$ cat src/common/timer16_pkg.sv
package timer16_pkg;

  // I/O addresses of the timer registers
  localparam logic [7:0] TIMER_CONTROL_A_ADDR = 8'h80;
  localparam logic [7:0] TIMER_CONTROL_B_ADDR = 8'h81;
  localparam logic [7:0] CAPTURE_LO_ADDR      = 8'h86;
  localparam logic [7:0] CAPTURE_HI_ADDR      = 8'h87;
  localparam logic [7:0] COUNTER_LO_ADDR      = 8'h84;
  localparam logic [7:0] COUNTER_HI_ADDR      = 8'h85;
  localparam logic [7:0] COMPARE_A_LO_ADDR    = 8'h88;
  localparam logic [7:0] COMPARE_A_HI_ADDR    = 8'h89;
  localparam logic [7:0] COMPARE_B_LO_ADDR    = 8'h8A;
  localparam logic [7:0] COMPARE_B_HI_ADDR    = 8'h8B;

  // Field positions in timer_control_a
  localparam int COM_A_POS      = 6;
  localparam int COM_B_POS      = 4;
  localparam int WAVE_LO_POS    = 0;
  // Field position in timer_control_b
  localparam int WAVE_HI_POS    = 3;

  // Reset values and write masks
  localparam logic [7:0]  CONTROL_A_RESET = 8'h00;
  localparam logic [7:0]  CONTROL_B_RESET = 8'h00;
  localparam logic [7:0]  CONTROL_A_MASK  = 8'hF3;
  localparam logic [7:0]  CONTROL_B_MASK  = 8'hDF;
  localparam logic [15:0] VALUE_RESET     = 16'h0000;
  localparam logic [7:0]  LATCH_RESET     = 8'h00;

  // Fixed TOP values
  localparam logic [15:0] TOP_MAX   = 16'hFFFF;
  localparam logic [15:0] TOP_8BIT  = 16'h00FF;
  localparam logic [15:0] TOP_9BIT  = 16'h01FF;
  localparam logic [15:0] TOP_10BIT = 16'h03FF;

  // Counting family
  typedef enum logic [2:0] {
    FAMILY_NORMAL,
    FAMILY_MATCH_CLEAR,
    FAMILY_FAST,
    FAMILY_PHASE,
    FAMILY_PHASE_FREQ,
    FAMILY_RESERVED
  } family_type;

  // Event that updates the compare buffers or sets the overflow flag
  typedef enum logic [1:0] {
    AT_IMMEDIATE,
    AT_TOP,
    AT_BOTTOM,
    AT_MAX
  } moment_type;

  // TOP source
  typedef enum logic [1:0] {
    TOP_FIXED,
    TOP_COMPARE_A,
    TOP_CAPTURE
  } top_src_type;

  // Pin action on an event
  typedef enum logic [1:0] {
    PIN_KEEP,
    PIN_TOGGLE,
    PIN_CLEAR,
    PIN_SET
  } action_type;

  // Decoded waveform mode
  typedef struct packed {
    family_type  family;
    top_src_type top_src;
    logic [15:0] top_fixed;
    moment_type  update_at;
    moment_type  overflow_at;
  } mode_decode_type;

  // Compare events from the counting datapath
  typedef struct packed {
    logic match_a;
    logic match_b;
    logic bottom;
    logic counting_down;
  } timer_event_type;

endpackage : timer16_pkg

$ cat src/wave_mode_decode.sv
`timescale 1ns/10ps
module wave_mode_decode
  import timer16_pkg::*;
(
  input  wire logic [3:0]      waveform_mode_i,
  output mode_decode_type      decode_o
);

  // Table decode of the 4-bit waveform mode
  function automatic mode_decode_type decode_mode(input logic [3:0] m);
    mode_decode_type d;
    d = '{FAMILY_RESERVED, TOP_FIXED, TOP_MAX, AT_IMMEDIATE, AT_MAX};
    case (m)
      4'h0: d = '{FAMILY_NORMAL, TOP_FIXED, TOP_MAX, AT_IMMEDIATE, AT_MAX};
      4'h4: d = '{FAMILY_MATCH_CLEAR, TOP_COMPARE_A, TOP_MAX, AT_IMMEDIATE, AT_MAX};
      4'hC: d = '{FAMILY_MATCH_CLEAR, TOP_CAPTURE, TOP_MAX, AT_IMMEDIATE, AT_MAX};
      4'h1: d = '{FAMILY_PHASE, TOP_FIXED, TOP_8BIT, AT_TOP, AT_BOTTOM};
      4'h2: d = '{FAMILY_PHASE, TOP_FIXED, TOP_9BIT, AT_TOP, AT_BOTTOM};
      4'h3: d = '{FAMILY_PHASE, TOP_FIXED, TOP_10BIT, AT_TOP, AT_BOTTOM};
      4'hA: d = '{FAMILY_PHASE, TOP_CAPTURE, TOP_MAX, AT_TOP, AT_BOTTOM};
      4'hB: d = '{FAMILY_PHASE, TOP_COMPARE_A, TOP_MAX, AT_TOP, AT_BOTTOM};
      4'h8: d = '{FAMILY_PHASE_FREQ, TOP_CAPTURE, TOP_MAX, AT_BOTTOM, AT_BOTTOM};
      4'h9: d = '{FAMILY_PHASE_FREQ, TOP_COMPARE_A, TOP_MAX, AT_BOTTOM, AT_BOTTOM};
      4'h5: d = '{FAMILY_FAST, TOP_FIXED, TOP_8BIT, AT_TOP, AT_TOP};
      4'h6: d = '{FAMILY_FAST, TOP_FIXED, TOP_9BIT, AT_TOP, AT_TOP};
      4'h7: d = '{FAMILY_FAST, TOP_FIXED, TOP_10BIT, AT_TOP, AT_TOP};
      4'hE: d = '{FAMILY_FAST, TOP_CAPTURE, TOP_MAX, AT_TOP, AT_TOP};
      4'hF: d = '{FAMILY_FAST, TOP_COMPARE_A, TOP_MAX, AT_TOP, AT_TOP};
      default: d = '{FAMILY_RESERVED, TOP_FIXED, TOP_MAX, AT_IMMEDIATE, AT_MAX};
    endcase
    return d;
  endfunction : decode_mode

  assign decode_o = decode_mode(waveform_mode_i);

endmodule : wave_mode_decode

$ cat src/compare_pin_ctrl.sv
`timescale 1ns/10ps
module compare_pin_ctrl
  import timer16_pkg::*;
#(
  parameter bit IS_CHANNEL_A = 1'b1
) (
  input  wire logic [1:0]      mode_i,
  input  wire family_type      family_i,
  input  wire logic            wave_bit3_i,
  input  wire logic            match_i,
  input  wire logic            at_top_i,
  input  wire logic            bottom_i,
  input  wire logic            counting_down_i,
  output action_type           action_o,
  output logic                 connected_o
);

  wire logic is_pwm;
  wire logic toggle_ok;
  wire logic match_used;

  // PWM families and the code 01 toggle allowance
  assign is_pwm     = (family_i == FAMILY_FAST) || (family_i == FAMILY_PHASE) ||
                      (family_i == FAMILY_PHASE_FREQ);
  assign toggle_ok  = IS_CHANNEL_A && wave_bit3_i;
  // Fast PWM ignores a match at TOP once the upper code bit is set
  assign match_used = match_i && !(family_i == FAMILY_FAST && mode_i[1] && at_top_i);

  // Pin override whenever either bit is set, unless code 01 disconnects
  assign connected_o = (mode_i != 2'b00) &&
                       !(is_pwm && mode_i == 2'b01 && !toggle_ok);

  // Action per family and code
  always_comb begin
    action_o = PIN_KEEP;
    case (family_i)
      FAMILY_NORMAL, FAMILY_MATCH_CLEAR: begin
        if (match_i) begin
          action_o = action_type'(mode_i);
        end
      end
      FAMILY_FAST: begin
        if (mode_i == 2'b01) begin
          action_o = (match_i && toggle_ok) ? PIN_TOGGLE : PIN_KEEP;
        end else if (mode_i != 2'b00 && match_used) begin
          action_o = mode_i[0] ? PIN_SET : PIN_CLEAR;
        end else if (mode_i != 2'b00 && bottom_i) begin
          action_o = mode_i[0] ? PIN_CLEAR : PIN_SET;
        end
      end
      FAMILY_PHASE, FAMILY_PHASE_FREQ: begin
        if (mode_i == 2'b01) begin
          action_o = (match_i && toggle_ok) ? PIN_TOGGLE : PIN_KEEP;
        end else if (mode_i != 2'b00 && match_i) begin
          action_o = (mode_i[0] ^ counting_down_i) ? PIN_SET : PIN_CLEAR;
        end
      end
      default: action_o = PIN_KEEP;
    endcase
  end

endmodule : compare_pin_ctrl

$ cat src/timer16_access.sv
`timescale 1ns/10ps
// Summary of operation
// - One 8-bit high-byte latch serves all four 16-bit timer registers.
// - Low-byte write loads latched high byte and new low byte together.
// - Counter or capture low-byte read copies that register's high byte into the latch.
// - Compare A and B high bytes read directly, latch untouched.
// - Latch persists after low-byte writes, allowing reuse of one high byte.
// - Nonzero compare output mode overrides the pin's port function.
// - Pin driver enabled only when its direction bit is set.
// - Non-PWM codes: disconnect, toggle, clear, set on compare match.
// - PWM code 01 disconnects unless mode bit3; then A toggles, B reserved.
// - Fast PWM code 10 clear on match set at BOTTOM; 11 opposite.
// - Fast PWM compare equal TOP with upper bit set ignores match.
// - Dual-slope code 10 clears on up match, sets on down; 11 opposite.
// - Waveform mode low bits at control A 1:0, upper bits in control B.
// - Normal and clear-on-match modes: TOP, immediate update, overflow at MAX.
// - Phase correct modes: fixed or register TOP, update TOP, overflow BOTTOM.
// - Phase and frequency correct: register TOP, update and overflow at BOTTOM.
// - Fast PWM: fixed or register TOP, update and overflow at TOP.
// - Upper waveform mode bits sit at control B bits 4:3.
module timer16_access
  import timer16_pkg::*;
(
  input  wire logic            clk_i,
  input  wire logic            rst_b_i,
  // CPU I/O access
  input  wire logic [7:0]      io_addr_i,
  input  wire logic [7:0]      io_wdata_i,
  input  wire logic            io_write_i,
  input  wire logic            io_read_i,
  output logic [7:0]           io_rdata_o,
  // Datapath side
  input  wire logic [15:0]     counter_now_i,
  input  wire logic            capture_load_i,
  input  wire logic [15:0]     capture_now_i,
  input  wire timer_event_type event_i,
  input  wire logic            dir_a_i,
  input  wire logic            dir_b_i,
  output logic [15:0]          counter_load_value_o,
  output logic                 counter_load_o,
  output logic [15:0]          compare_a_value_o,
  output logic [15:0]          compare_b_value_o,
  output logic [15:0]          capture_value_o,
  output logic [15:0]          top_value_o,
  output logic [3:0]           waveform_mode_o,
  output logic [1:0]           update_at_o,
  output logic [1:0]           overflow_at_o,
  output logic                 pin_a_o,
  output logic                 pin_a_oe_o,
  output logic                 pin_a_override_o,
  output logic                 pin_b_o,
  output logic                 pin_b_oe_o,
  output logic                 pin_b_override_o
);

  logic [7:0]      latch_q;
  logic [7:0]      latch_d;
  logic [7:0]      control_a_q;
  logic [7:0]      control_b_q;
  logic [15:0]     compare_a_q;
  logic [15:0]     compare_b_q;
  logic [15:0]     capture_q;
  logic [15:0]     load_value_q;
  logic            load_q;
  logic [7:0]      rdata_q;
  logic [7:0]      rdata_d;
  logic            pin_a_q;
  logic            pin_b_q;
  logic            oe_a_q;
  logic            oe_b_q;
  logic            ovr_a_q;
  logic            ovr_b_q;
  logic [15:0]     top_q;
  logic [3:0]      mode_q;
  logic [1:0]      upd_q;
  logic [1:0]      ovf_q;

  wire logic       wr_ctl_a;
  wire logic       wr_ctl_b;
  wire logic       wr_cnt_lo;
  wire logic       wr_cmp_a_lo;
  wire logic       wr_cmp_b_lo;
  wire logic       wr_cap_lo;
  wire logic       wr_any_hi;
  wire logic       rd_cnt_lo;
  wire logic       rd_cap_lo;
  wire logic [15:0] write_word;
  wire logic [3:0] wave_mode;
  wire mode_decode_type decode;
  wire logic [15:0] top_value;
  wire logic       at_top;
  wire logic       at_top_a;
  wire logic       at_top_b;
  wire action_type act_a;
  wire action_type act_b;
  wire logic       conn_a;
  wire logic       conn_b;

  // Address match helper
  function automatic logic hit(input logic strobe, input logic [7:0] a, input logic [7:0] r);
    return strobe && (a == r);
  endfunction : hit

  // Apply a pin action
  function automatic logic apply(input action_type act, input logic cur);
    logic r;
    r = cur;
    case (act)
      PIN_TOGGLE: r = !cur;
      PIN_CLEAR:  r = 1'b0;
      PIN_SET:    r = 1'b1;
      default:    r = cur;
    endcase
    return r;
  endfunction : apply

  // Write and read decode
  assign wr_ctl_a    = hit(io_write_i, io_addr_i, TIMER_CONTROL_A_ADDR);
  assign wr_ctl_b    = hit(io_write_i, io_addr_i, TIMER_CONTROL_B_ADDR);
  assign wr_cnt_lo   = hit(io_write_i, io_addr_i, COUNTER_LO_ADDR);
  assign wr_cmp_a_lo = hit(io_write_i, io_addr_i, COMPARE_A_LO_ADDR);
  assign wr_cmp_b_lo = hit(io_write_i, io_addr_i, COMPARE_B_LO_ADDR);
  assign wr_cap_lo   = hit(io_write_i, io_addr_i, CAPTURE_LO_ADDR);
  assign wr_any_hi   = hit(io_write_i, io_addr_i, COUNTER_HI_ADDR) ||
                       hit(io_write_i, io_addr_i, COMPARE_A_HI_ADDR) ||
                       hit(io_write_i, io_addr_i, COMPARE_B_HI_ADDR) ||
                       hit(io_write_i, io_addr_i, CAPTURE_HI_ADDR);
  assign rd_cnt_lo   = hit(io_read_i, io_addr_i, COUNTER_LO_ADDR);
  assign rd_cap_lo   = hit(io_read_i, io_addr_i, CAPTURE_LO_ADDR);
  assign write_word  = {latch_q, io_wdata_i};

  // Shared latch: high-byte writes and counter or capture low-byte reads load it, else it holds
  always_comb begin
    latch_d = latch_q;
    if (wr_any_hi) begin
      latch_d = io_wdata_i;
    end else if (rd_cnt_lo) begin
      latch_d = counter_now_i[15:8];
    end else if (rd_cap_lo) begin
      latch_d = capture_q[15:8];
    end
  end

  // Read data mux; compare high bytes bypass the latch
  always_comb begin
    rdata_d = 8'h00;
    case (io_addr_i)
      TIMER_CONTROL_A_ADDR: rdata_d = control_a_q & CONTROL_A_MASK;
      TIMER_CONTROL_B_ADDR: rdata_d = control_b_q & CONTROL_B_MASK;
      COUNTER_LO_ADDR:      rdata_d = counter_now_i[7:0];
      COUNTER_HI_ADDR:      rdata_d = latch_q;
      CAPTURE_LO_ADDR:      rdata_d = capture_q[7:0];
      CAPTURE_HI_ADDR:      rdata_d = latch_q;
      COMPARE_A_LO_ADDR:    rdata_d = compare_a_q[7:0];
      COMPARE_A_HI_ADDR:    rdata_d = compare_a_q[15:8];
      COMPARE_B_LO_ADDR:    rdata_d = compare_b_q[7:0];
      COMPARE_B_HI_ADDR:    rdata_d = compare_b_q[15:8];
      default:              rdata_d = 8'h00;
    endcase
  end

  // Mode assembly and TOP selection
  assign wave_mode = {control_b_q[WAVE_HI_POS +: 2], control_a_q[WAVE_LO_POS +: 2]};
  assign top_value = (decode.top_src == TOP_COMPARE_A) ? compare_a_q :
                     (decode.top_src == TOP_CAPTURE)   ? capture_q : decode.top_fixed;
  assign at_top    = (counter_now_i == top_value);
  assign at_top_a  = at_top && (compare_a_q == top_value);
  assign at_top_b  = at_top && (compare_b_q == top_value);

  wave_mode_decode u_decode (
    .waveform_mode_i (wave_mode),
    .decode_o        (decode)
  );

  compare_pin_ctrl #(.IS_CHANNEL_A(1'b1)) u_pin_a (
    .mode_i          (control_a_q[COM_A_POS +: 2]),
    .family_i        (decode.family),
    .wave_bit3_i     (wave_mode[3]),
    .match_i         (event_i.match_a),
    .at_top_i        (at_top_a),
    .bottom_i        (event_i.bottom),
    .counting_down_i (event_i.counting_down),
    .action_o        (act_a),
    .connected_o     (conn_a)
  );

  compare_pin_ctrl #(.IS_CHANNEL_A(1'b0)) u_pin_b (
    .mode_i          (control_a_q[COM_B_POS +: 2]),
    .family_i        (decode.family),
    .wave_bit3_i     (wave_mode[3]),
    .match_i         (event_i.match_b),
    .at_top_i        (at_top_b),
    .bottom_i        (event_i.bottom),
    .counting_down_i (event_i.counting_down),
    .action_o        (act_b),
    .connected_o     (conn_b)
  );

  // CPU-facing registers
  always_ff @(posedge clk_i or negedge rst_b_i) begin
    if (!rst_b_i) begin
      latch_q     <= LATCH_RESET;
      control_a_q <= CONTROL_A_RESET;
      control_b_q <= CONTROL_B_RESET;
      rdata_q     <= 8'h00;
    end else begin
      latch_q <= latch_d;
      if (io_read_i) begin
        rdata_q <= rdata_d;
      end
      if (wr_ctl_a) begin
        control_a_q <= io_wdata_i & CONTROL_A_MASK;
      end
      if (wr_ctl_b) begin
        control_b_q <= io_wdata_i & CONTROL_B_MASK;
      end
    end
  end

  // 16-bit value registers, written as one word
  always_ff @(posedge clk_i or negedge rst_b_i) begin
    if (!rst_b_i) begin
      compare_a_q  <= VALUE_RESET;
      compare_b_q  <= VALUE_RESET;
      capture_q    <= VALUE_RESET;
      load_value_q <= VALUE_RESET;
      load_q       <= 1'b0;
    end else begin
      load_q <= wr_cnt_lo;
      if (wr_cnt_lo) begin
        load_value_q <= write_word;
      end
      if (wr_cmp_a_lo) begin
        compare_a_q <= write_word;
      end
      if (wr_cmp_b_lo) begin
        compare_b_q <= write_word;
      end
      if (wr_cap_lo) begin
        capture_q <= write_word;
      end else if (capture_load_i) begin
        capture_q <= capture_now_i;
      end
    end
  end

  // Compare output pins and decoded mode outputs
  always_ff @(posedge clk_i or negedge rst_b_i) begin
    if (!rst_b_i) begin
      pin_a_q <= 1'b0;
      pin_b_q <= 1'b0;
      oe_a_q  <= 1'b0;
      oe_b_q  <= 1'b0;
      ovr_a_q <= 1'b0;
      ovr_b_q <= 1'b0;
      top_q   <= TOP_MAX;
      mode_q  <= 4'h0;
      upd_q   <= 2'h0;
      ovf_q   <= 2'h0;
    end else begin
      pin_a_q <= apply(act_a, pin_a_q);
      pin_b_q <= apply(act_b, pin_b_q);
      ovr_a_q <= conn_a;
      ovr_b_q <= conn_b;
      oe_a_q  <= conn_a && dir_a_i;
      oe_b_q  <= conn_b && dir_b_i;
      top_q   <= top_value;
      mode_q  <= wave_mode;
      upd_q   <= decode.update_at;
      ovf_q   <= decode.overflow_at;
    end
  end

  // Output drive straight from flip-flops
  assign io_rdata_o           = rdata_q;
  assign counter_load_value_o = load_value_q;
  assign counter_load_o       = load_q;
  assign compare_a_value_o    = compare_a_q;
  assign compare_b_value_o    = compare_b_q;
  assign capture_value_o      = capture_q;
  assign top_value_o          = top_q;
  assign waveform_mode_o      = mode_q;
  assign update_at_o          = upd_q;
  assign overflow_at_o        = ovf_q;
  assign pin_a_o              = pin_a_q;
  assign pin_a_oe_o           = oe_a_q;
  assign pin_a_override_o     = ovr_a_q;
  assign pin_b_o              = pin_b_q;
  assign pin_b_oe_o           = oe_b_q;
  assign pin_b_override_o     = ovr_b_q;
endmodule : timer16_access

$ cat config.mk
export PLATFORM = sky130hd
export DESIGN_NAME = timer16_access
export DESIGN_NICKNAME = d
export VERILOG_FILES = /design/src/common/timer16_pkg.sv /design/src/wave_mode_decode.sv /design/src/compare_pin_ctrl.sv /design/src/timer16_access.sv
export SDC_FILE = /design/constraint.sdc
export NUM_CORES = 1
export LEC_CHECK = 0
export CAP_MARGIN = 0
export CORE_MARGIN = 3
export CORE_UTILIZATION = 28
export DETAILED_ROUTE_END_ITERATION = 6
export DONT_BUFFER_PORTS = 1
export GPL_ROUTABILITY_DRIVEN = 1
export PLACE_DENSITY = 0.4
export SLEW_MARGIN = 20
export SYNTH_ARGS = -nofsm -noshare
export SYNTH_HDL_FRONTEND = slang
export SYNTH_SLANG_ARGS = --single-unit
$ cat constraint.sdc
create_clock -name clk_i -period 4.4 [get_ports clk_i]
set_clock_uncertainty 0.15 [all_clocks]
set_input_delay 0.22 -clock clk_i [delete_from_list [all_inputs] [get_ports clk_i]]
set_output_delay 0.22 -clock clk_i [all_outputs]
set_load 0.02 [all_outputs]
==> results of run 1 <==
cell usage in the layout (no fill, tap or decap), types with 6 or more instances in the layout:
cell type	netlist	layout
a211oi_1	6	6
a21o_1	6	6
a21oi_1	32	32
a22oi_1	18	18
a2bb2oi_1	9	8
and2_1	6	6
and3_1	12	12
buf_4	2	14
clkbuf_16	0	17
dfrtp_1	108	108
dfstp_2	16	16
dlygate4sd3_1	0	51
ha_1	7	7
inv_1	34	34
mux2_2	65	65
mux2i_1	23	23
nand2_1	40	40
nand2b_1	7	7
nand3_1	9	8
nor2_1	53	52
nor4_1	6	6
o21ai_0	21	21
o22ai_1	23	23
xnor2_1	16	16
xor2_1	11	11
power breakdown:
group	leakage [uW]	switching [uW]	internal [uW]	total, uW
clock	0.000256	562	735	1300
sequential	0.00160	247	1240	1490
combinational	0.00160	230	192	422
total	0.00346	1040	2170	3210
flip-flops by register name, indices dropped and copies added, names as in the netlist, 7 cells and up:
| register | count |
|---|---|
| io_rdata_o | 8 |
| control_b_q | 7 |
| compare_a_value_o | 16 |
| counter_load_value_o | 16 |
| compare_b_value_o | 16 |
| top_value_o | 16 |
| latch_q | 8 |
| capture_value_o | 16 |
cell families (layout without fill, tap and decap cells):
| family | count (synthesis) | after routing | synth area share |
|---|---|---|---|
| AO/OA/AOI/OAI | 170 | 170 | 0.175 |
| AND/OR/NAND/NOR | 168 | 168 | 0.130 |
| flip-flops | 124 | 124 | 0.465 |
| multiplexers | 88 | 88 | 0.143 |
| buffers and inverters | 62 | 132 | 0.0386 |
| XOR/XNOR | 27 | 27 | 0.0352 |
| adder cells (fa/ha/maj) | 7 | 7 | 0.0130 |
stage by stage:
stage	setup WS, ps	area, um2
floorplan	1090	6720
global placement	629	7100
detailed placement	579	7100
CTS	165	8170
global route	-4.56	8200
finish	206	8200
worst max-delay path: stages, from the launching register on:
cell and delay, ps:
dfrtp_1 380, buf_4 170, ha_1 230, nand4bb_1 320
a31oi_4 400, buf_4 290, nand2_1 110, nand2_1 210
xor2_1 90, nor4_1 690, a41oi_1 290, nor2_1 150
dlygate4sd3_1 560, nor3_1 50
cell type report:
cell class / instances / area [um2]
clock buffers: 19 / 443
clock inverters: 13 / 93.8
fillers: 2421 / 15300
inverters: 34 / 128
multi-input cells: 460 / 3370
flip-flops and latches: 124 / 3120
well taps: 319 / 399
repair buffers: 66 / 643
what timing repair did:
| item | 4_1_cts | 5_1_grt |
|---|---|---|
| endpoints found under the setup margin | 0 | 1 |
| resized for setup | 0 | 3 |
| endpoints found under the hold margin | 198 | 0 |
| hold buffers | 52 | 0 |
layer usage:
metal  up-vias  GRT usage  share of wire
met3        38     0.0562          0.061
met4         0     0.0684          0.024
li1       2503          -              -
met1      2812      0.284           0.44
met5         -          0              0
met2       219      0.341           0.47
worst paths after layout:
kind / endpoint / slack, ps / cells after the start
setup / recovery: pin_b_o$_DFFE_PN0P_ / 210 / 13
hold / removal: latch_q[2]$_DFFE_PN0P_ / 20 / 3
setup reg to reg: pin_b_o$_DFFE_PN0P_ / 210 / 13
hold reg to reg: control_b_q[6]$_DFFE_PN0P_ / 360 / 1
max in group asynchronous: control_b_q[4]$_DFFE_PN0P_ / 3200 / 2
min in group asynchronous: pin_b_oe_o$_DFF_PN0_ / 200 / 2
==> summary.txt, run 1 <==
Min path
  • Min-delay worst type: input port to register
  • Hold_sp: io_addr_i[1]

Die
  • Die area: 0.0259 mm2
  • Chip Height: 161 um
  • Initial Utilization: 0.285
  • Die Span X: between 150 and 200 um
  • Core area: between 0.02 and 0.025 mm2
  • Rows: 56
  • Num ports: 162

Finish
  • Ant diodes: 0
  • Syn-to-layout area delta: 22.1%
  • Final net count: 769
  • Non-filler cells, final: just over 1,000
  • Utilization after layout: 0.348
  • Layout cells sized above 1: 0.200

Setup path
  • Setup CP Type: register to register
  • Worst R2R Start: control_a_q[1]$_DFFE_PN0P_
  • Critical Path Start: control_a_q[1]$_DFFE_PN0P_
  • Nature of the critical path endpoint: register
  • CP arrival: 4350 ps
  • CP Launch Type: register
  • Critical Path RT: 4550 ps
  • Max FO, Critical Path: 14

Clock network
  • CTS sink count: 124
  • Number of buffers created by CTS: 17
  • Clk slew on worst S/H paths: 60 ps
  • Setup bufs post-CTS: 0
  • CTS H-tree depth: 4
  • Longest Clk Path Bufs: 2
  • Worst-skew pair later-pin latency: 420 ps
  • Root buffer cell: clkbuf_16
  • CTS tree: built

Route
  • Via total after detailed routing: about 5,600
  • DR iter-0 viols: 405
  • Routed wire length: 27,700 um
  • First-pass DRT Iterations: 5
  • Drt wl/cell: around 27 um
  • Routed vias/inst: 5.38
  • Routed Antenna Nets: 0
  • # DRC: 0

Placed design
  • Placed insts: 951
  • Placer Congestion: 0.862
  • Dpl hpwl: 20,500 um
  • Port buffer count: 0

Logic synthesis
  • Top cell type's share of synthesized area: 0.402
  • Most frequent cells after synthesis: dfrtp_1 (108), mux2_2 (65), nor2_1 (53)
  • Ys flop type: dfrtp_1
  • Most common cell in the netlist: dfrtp_1
  • YS warnings: 0
  • Synthesized instance count: 646
  • Seq/Total Area, Yosys: 0.465
  • Area leader, netlist: dfrtp_1
  • Syn nets: approximately 710
  • Post-synth EDFFs: 0
  • Netlist cell types: 65
  • Mean post-synth cell area: 10.4 um2
  • Cell area after synthesis: 0.00672 mm2
  • Asr flop ratio synth: 1.00
  • Synthesized flop and latch total: 124
  • Synth top area cells: dfrtp_1 (40%), mux2_2 (11%), dfstp_2 (6.3%), mux2i_1 (3.4%), nor2_1 (3.0%)

GRT
  • Number of global-route vias before repair: 5,599
  • Total global-route track usage: 0.214
  • Largest net degree at the start of global routing: about 130
  • Initial antenna violation count: 0
  • Grt total ovfl: 0
  • First-pass GRT wire length: 40,200 um

Pwr
  • Worst VDD drop: 0.168 mV
  • Cell Pwr Density: 391 mW/mm2
  • P_leak: 0.00346 uW
  • Tot Pwr: 3210 uW

STA
  • Worst-Margin Slew: 960 ps
  • Final Setup Violations: 0
  • Worst slew margin: 0.359
  • Fmax: 0.238 GHz
  • Endpoints failing hold: 0
  • Fin crit share: 0.953
  • Tmin final: approximately 4200 ps
  • Final Max Tran Viols: 0
  • Post-route setup TNS: 0 ps
  • Hold Slack: between 15 and 20 ps

Run
  • Max Cap Viol: 0

Outcome
  • Status: completed
Note: power is estimated with default switching activity, not from simulation.
==> run 2, diff against run 1 <==
--- a/config.mk
+++ b/config.mk
@@ -6,12 +6,14 @@
 export NUM_CORES = 1
 export LEC_CHECK = 0
 export CAP_MARGIN = 0
+export CELL_PAD_IN_SITES_DETAIL_PLACEMENT = 1
+export CELL_PAD_IN_SITES_GLOBAL_PLACEMENT = 2
 export CORE_MARGIN = 3
 export CORE_UTILIZATION = 28
 export DETAILED_ROUTE_END_ITERATION = 6
 export DONT_BUFFER_PORTS = 1
 export GPL_ROUTABILITY_DRIVEN = 1
-export PLACE_DENSITY = 0.4
+export PLACE_DENSITY = 0.58
 export SLEW_MARGIN = 20
 export SYNTH_ARGS = -nofsm -noshare
 export SYNTH_HDL_FRONTEND = slang
==> run 2 against run 1 <==
Hold slack better by 6.3 ps. Largest cell class unchanged. Design area is 0.18% lower. Non-clock buffer count is 2 lower. Fmax is 2.2% higher.
==> summary.txt, run 2 (synthesized netlist as in run 1, its figures left out) <==
Min path
  • Hold EP: latch_q[4]$_DFFE_PN0P_
  • Hold_sp: counter_now_i[12]
  • Worst hold path stage count: 4 (+1)
  • Min-delay worst type: input port to register

Finish
  • Utilization after layout: 0.348 (-0.000638)
  • Fill count: 2,690 (+11%)
  • Ant diodes: 0 (unchanged)
  • Commonest non-fill, non-tap cell in the layout: dfrtp_1
  • Most frequent cells in the layout: dfrtp_1 (108), mux2_2 (65), nor2_1 (52)
  • Syn-to-layout area delta: 21.9%
  • Layout cells sized above 1: 0.189 (-0.0106)
  • Final net count: 767 (-0.26%)
  • Non-filler cells, final: 1,033 (-0.19%)

Clock network
  • Clk slew on worst S/H paths: 60 ps (about the same)
  • Root buffer cell: clkbuf_16
  • Worst-skew pair later-pin latency: 420 ps (about the same)
  • Number of buffers created by CTS: 17 (unchanged)
  • CTS H-tree depth: 4 (unchanged)
  • Longest Clk Path Bufs: 2 (unchanged)
  • CTS tree: built
  • Setup bufs post-CTS: 0 (unchanged)
  • CTS sink count: 124 (unchanged)

Setup path
  • Max incr delay on CP: 520 ps (-170 ps)
  • CP arrival: 4260 ps (-90 ps)
  • CP Launch Type: register
  • Worst path cell trace: inv_1, ha_1, o21ba_1, a31oi_4, o211ai_1, a211o_1, or4_1, a211oi_2, a21oi_1, a211oi_1, o21ai_1, xnor2_1
  • Critical Path RT: 4550 ps (about the same)
  • Slowest stage cell, crit path: dfrtp_1
  • Worst r2r dst: pin_a_o$_DFFE_PN0P_
  • Critical Path Start: control_a_q[1]$_DFFE_PN0P_
  • Reg2reg setup slack: 300 ps (+90 ps)
  • Worst R2R Start: control_a_q[1]$_DFFE_PN0P_
  • Max FO, Critical Path: 15 (+1)
  • R2r worst-path depth: 12 (-1)
  • Setup CP Type: register to register
  • Nature of the critical path endpoint: register

Die
  • Die area: 0.0259 mm2 (unchanged)
  • Initial Utilization: 0.285 (unchanged)
  • Rows: 56 (unchanged)
  • Core area: 0.0235 mm2 (unchanged)
  • Num ports: 162 (unchanged)
  • Chip Height: 161 um (unchanged)
  • Die Span X: 161 um (unchanged)

GRT
  • Initial antenna violation count: 0 (unchanged)
  • First-pass GRT wire length: 41,900 um (+4.3%)
  • Grt total ovfl: 0 (unchanged)
  • Number of global-route vias before repair: 6,212 (+11%)
  • Total global-route track usage: 0.219 (+0.00596)
  • Largest net degree at the start of global routing: 125 (unchanged)

Route
  • # DRC: 0 (unchanged)
  • Routed wire length: 28,200 um (+2.0%)
  • Routed Antenna Nets: 0 (unchanged)
  • Routed vias/inst: 5.40 (+0.34%)
  • DR iter-0 viols: 247 (-39%)
  • Via total after detailed routing: 5,580 (+0.14%)
  • First-pass DRT Iterations: 4 (-1)
  • Drt wl/cell: 27.3 um (+2.2%)

STA
  • Fin crit share: 0.933 (-0.0202)
  • Endpoints failing hold: 0 (unchanged)
  • Tmin final: 4100 ps (-89.1 ps)
  • Worst-Margin Slew: 900 ps (-60.1 ps)
  • Final Max Tran Viols: 0 (unchanged)
  • RSZ-0062 raised after global routing: no
  • Worst slew margin: 0.400 (+0.0401)
  • Fmax: 0.244 GHz (+2.2%)
  • Final Setup Violations: 0 (unchanged)
  • Post-route setup TNS: 0 ps (unchanged)

Pwr
  • Cell Pwr Density: 397 mW/mm2 (+1.4%)
  • Worst VDD drop: 0.208 mV (+24%)
  • Psw: 1010 uW (-2.9%)
  • Switch share: 0.310 (-0.0132)
  • Int Power: 2240 uW (+3.2%)
  • Comb power frac: 0.129 (-0.003)
  • P_leak: 0.00345 uW (-0.38%)
  • Clk network pwr share: 0.413 (+0.009)
  • Sequential Power Share: 0.458 (-0.006)

Placed design
  • Port buffer count: 0 (unchanged)
  • Dpl hpwl: 21,200 um (+3.3%)
  • Placer Congestion: 0.910 (+5.5%)
  • Placed insts: 949 (-0.21%)

Run
  • Max Cap Viol: 0 (unchanged)

Outcome
  • Status: completed
[run 2: repair_timing]
item | in CTS | in global routing
hold buffers | 52 | 0
endpoints found under the setup margin | 0 | 2
resized for setup | 0 | 2
endpoints found under the hold margin | 198 | 0
[run 2: cell type report]
| cell class | count | area, um2 | area share |
|---|---|---|---|
| clock inverters | 7 | 66.3 | 0.00810 |
| multi-input cells | 460 | 3370 | 0.411 |
| well taps | 319 | 399 | 0.0488 |
| repair buffers | 64 | 628 | 0.0767 |
| clock buffers | 25 | 475 | 0.0581 |
| inverters | 34 | 128 | 0.0156 |
| flip-flops and latches | 124 | 3120 | 0.381 |
[run 2: worst max-delay path by stage]
| stage | end | slack, ps | cells after the start |
|---|---|---|---|
| after floorplan | pin_a_o$_DFFE_PN0P_ | 1090 | 13 |
| after global placement | pin_b_o$_DFFE_PN0P_ | 150 | 12 |
| after detailed placement | pin_a_o$_DFFE_PN0P_ | 60 | 12 |
| after CTS | pin_a_o$_DFFE_PN0P_ | 20 | 12 |
| after global routing | pin_a_o$_DFFE_PN0P_ | 20 | 12 |
| final | pin_a_o$_DFFE_PN0P_ | 300 | 12 |
[run 2: metal layers]
metal,global-route usage,share of wire,vias to the layer above
met5,0,0,-
met4,0.0688,0.019,0
met3,0.0557,0.065,29
met2,0.362,0.48,185
met1,0.284,0.43,2867
li1,-,-,2499
[run 2: through the flow]
stage / worst slack, ps / total power [uW] / area, um2 / hold WS (ps)
after floorplan: 1090 / 1670 / 6720 / -226
after global placement: 154 / 1830 / 7080 / -221
after detailed placement: 63.3 / 1840 / 7090 / -221
after CTS: 21.6 / 3290 / 8170 / 12.2
after global routing: 16.8 / 3400 / 8190 / 26.4
final: 295 / 3250 / 8190 / 25.0
[run 2: power by group through the flow]
stage | combinational [uW] | clock, uW | sequential (uW)
after floorplan | 251 | 0 | 1410
after global placement | 315 | 0 | 1510
after detailed placement | 323 | 0 | 1510
after CTS | 419 | 1380 | 1490
after global routing | 460 | 1440 | 1500
final | 418 | 1340 | 1490
[run 2: critical path: cells and delay by family (launching register included)]
family	cells	cell delay, ps
simple gates	1	520
compound gates	8	2140
buf+inv	1	190
fa+ha+maj	1	310
flops	1	520
xor+xnor	1	140
==> run 3, diff against run 2 <==
--- a/config.mk
+++ b/config.mk
@@ -6,14 +6,14 @@
 export NUM_CORES = 1
 export LEC_CHECK = 0
 export CAP_MARGIN = 0
-export CELL_PAD_IN_SITES_DETAIL_PLACEMENT = 1
+export CELL_PAD_IN_SITES_DETAIL_PLACEMENT = 2
 export CELL_PAD_IN_SITES_GLOBAL_PLACEMENT = 2
 export CORE_MARGIN = 3
-export CORE_UTILIZATION = 28
+export CORE_UTILIZATION = 40
 export DETAILED_ROUTE_END_ITERATION = 6
 export DONT_BUFFER_PORTS = 1
 export GPL_ROUTABILITY_DRIVEN = 1
-export PLACE_DENSITY = 0.58
+export PLACE_DENSITY = 0.79
 export SLEW_MARGIN = 20
 export SYNTH_ARGS = -nofsm -noshare
 export SYNTH_HDL_FRONTEND = slang
==> run 3 against run 2 <==
Fmax up 4.9%. Critical path depth up 1. Setup slack better by 190 ps. Combinational power up 2%. Clock-buffer cell count down 3. Utilization up 16 points. Power up 8.3%. Sequential cell count unchanged. Global-route usage up 11 points. Critical endpoint is now pin_b_o$_DFFE_PN0P_. Largest cell class unchanged. Highest routed layer unchanged.
==> summary.txt, run 3 (synthesized netlist as in run 1, its figures left out) <==
Outcome
  • Status: completed

Route
  • DR iter-0 viols: 384 (+55%)
  • Routed wire length: 29,900 um (+6.1%)
  • Drt wl/cell: 32.2 um (+18%)
  • Routed Antenna Nets: 0 (unchanged)
  • Via total after detailed routing: 5,849 (+4.8%)
  • Routed vias/inst: 6.30 (+17%)
  • # DRC: 0 (unchanged)
  • First-pass DRT Iterations: 6 (+2)

Placed design
  • Placer Congestion: 0.921 (+1.2%)
  • Port buffer count: 0 (unchanged)
  • Placed insts: 844 (-11%)
  • Dpl hpwl: 20,200 um (-4.5%)

Pwr
  • Cell Pwr Density: 432 mW/mm2 (+8.9%)
  • P_leak: 0.00349 uW (+1.1%)
  • Worst VDD drop: 0.261 mV (+25%)
  • Tot Pwr: 3510 uW (+8.3%)

STA
  • Worst-Margin Slew: 969 ps (+69.6 ps)
  • Hold Slack: 25.7 ps (+0.712 ps)
  • RSZ-0062 raised after global routing: no
  • Final Max Tran Viols: 0 (unchanged)
  • Endpoints failing hold: 0 (unchanged)
  • Worst slew margin: 0.353 (-0.0465)
  • Post-route setup TNS: 0 ps (unchanged)
  • Fin crit share: 0.889 (-0.0437)
  • Final Setup Violations: 0 (unchanged)
  • Tmin final: 3910 ps (-192 ps)
  • Fmax: 0.256 GHz (+4.9%)

Finish
  • Non-filler cells, final: 929 (-10%)
  • Commonest non-fill, non-tap cell in the layout: dfrtp_1
  • Fill count: 1,609 (-40%)
  • Syn-to-layout area delta: 21.1%
  • Utilization after layout: 0.503 (+0.155)
  • Most frequent cells in the layout: dfrtp_1 (108), mux2_2 (65), nor2_1 (52)
  • Final net count: 764 (-0.39%)
  • Layout cells sized above 1: 0.191 (+0.00220)

Clock network
  • CTS tree: built
  • CTS sink count: 124 (unchanged)
  • Worst-skew pair later-pin latency: 420 ps (about the same)
  • Number of buffers created by CTS: 17 (unchanged)
  • Setup bufs post-CTS: 0 (unchanged)
  • Clk slew on worst S/H paths: 60 ps (about the same)
  • Root buffer cell: clkbuf_16
  • Longest Clk Path Bufs: 2 (unchanged)
  • CTS H-tree depth: 4 (unchanged)

Setup path
  • CP Buf/Inv Count: 2 (+1)
  • CP arrival: 4100 ps (-160 ps)
  • Worst path cell trace: inv_1, ha_1, o21ba_1, a31oi_4, buf_4, a2bb2oi_1, xnor2_1, o2111ai_1, nor4_2, a41oi_1, nand3b_1, o21ai_1, nor3_1
  • Slowest stage cell, crit path: dfrtp_1
  • Max incr delay on CP: 530 ps (about the same)
  • CP Launch Type: register
  • CP top delay family: compound AO/OA/AOI/OAI gates
  • Max FO, Critical Path: 16 (+1)
  • Setup CP Type: register to register
  • Critical Path RT: 4590 ps (+40 ps)
  • Nature of the critical path endpoint: register

Die
  • Die area: 0.0184 mm2 (-29%)
  • Core area: 0.0162 mm2 (-31%)
  • Initial Utilization: 0.415 (+0.130)
  • Num ports: 162 (unchanged)
  • Chip Height: 136 um (-16%)
  • Rows: 46 (-18%)
  • Die Span X: 136 um (-16%)

GRT
  • Initial antenna violation count: 2 (+2)
  • Grt total ovfl: 0 (unchanged)
  • Largest net degree at the start of global routing: 125 (unchanged)
  • First-pass GRT wire length: 44,900 um (+7.1%)
  • Number of global-route vias before repair: 6,508 (+4.8%)
  • Total global-route track usage: 0.333 (+0.114)

Min path
  • Min-delay worst type: input port to register

Run
  • Max Cap Viol: 0 (unchanged)
run 3: cell count changes in the layout (fill, tap and decap cells not counted), sizes merged:
cell | previous run | this run
bufinv | 1 | 5
clkbuf | 25 | 22
buf | 13 | 11
diode | 0 | 2
clkinv | 5 | 4
clkinvlp | 1 | 0
dlygate4sd3 | 51 | 50
inv | 34 | 35
run 3: routing by layer:
layer	GRT usage	wire [um]	share of wire
met5	0	0	0
met4	0.130	988	0.033
met3	0.0869	1970	0.066
met2	0.560	14900	0.50
met1	0.411	12100	0.40
run 3: through the flow:
step                area (um2)  setup slack, ps
floorplan                 6720             1090
global placement          6940              619
detailed placement        6940              420
CTS                       8120              391
global route              8130              148
finish                    8140              488
run 3: worst min-delay path, delay by kind of cell:
family | cells | cell delay [ps]
buffers and inverters | 1 | 80
AO/OA/AOI/OAI | 1 | 90
AND/OR/NAND/NOR | 2 | 160
run 3: timing repair:
item                                    4_1_cts  5_1_grt
endpoints found under the setup margin        0        1
gates resized for setup                       0        1
hold buffers                                 51        0
endpoints found under the hold margin       198        0
run 3: cell type report:
cell class / instances / area, um2 / area share
multi-input cells: 460 / 3360 / 0.413
flip-flops and latches: 124 / 3120 / 0.384
repair buffers: 61 / 603 / 0.0741
clock buffers: 22 / 464 / 0.0571
well taps: 216 / 270 / 0.0332
clock inverters: 10 / 186 / 0.0229
inverters: 34 / 128 / 0.0157
diodes: 2 / 5.00 / 0.000615
run 3: where the power goes:
part | internal (uW) | leakage, uW | switching (uW)
clock network | 1040 | 0.000319 | 551
registers | 1240 | 0.00160 | 255
logic | 187 | 0.00157 | 241
run 3: final timing paths:
| path | from | to | slack [ps] | depth (start not counted) |
|---|---|---|---|---|
| max | control_a_q[1]$_DFFE_PN0P_ | pin_b_o$_DFFE_PN0P_ | 490 | 13 |
| min | event_i[2] | pin_b_o$_DFFE_PN0P_ | 30 | 4 |
| max reg2reg | control_a_q[1]$_DFFE_PN0P_ | pin_b_o$_DFFE_PN0P_ | 490 | 13 |
| min reg2reg | control_a_q[0]$_DFFE_PN0P_ | waveform_mode_o[0]$_DFF_PN0_ | 250 | 0 |
| max in group asynchronous | rst_b_i | overflow_at_o[0]$_DFF_PN0_ | 3270 | 2 |
| min in group asynchronous | rst_b_i | waveform_mode_o[0]$_DFF_PN0_ | 230 | 2 |
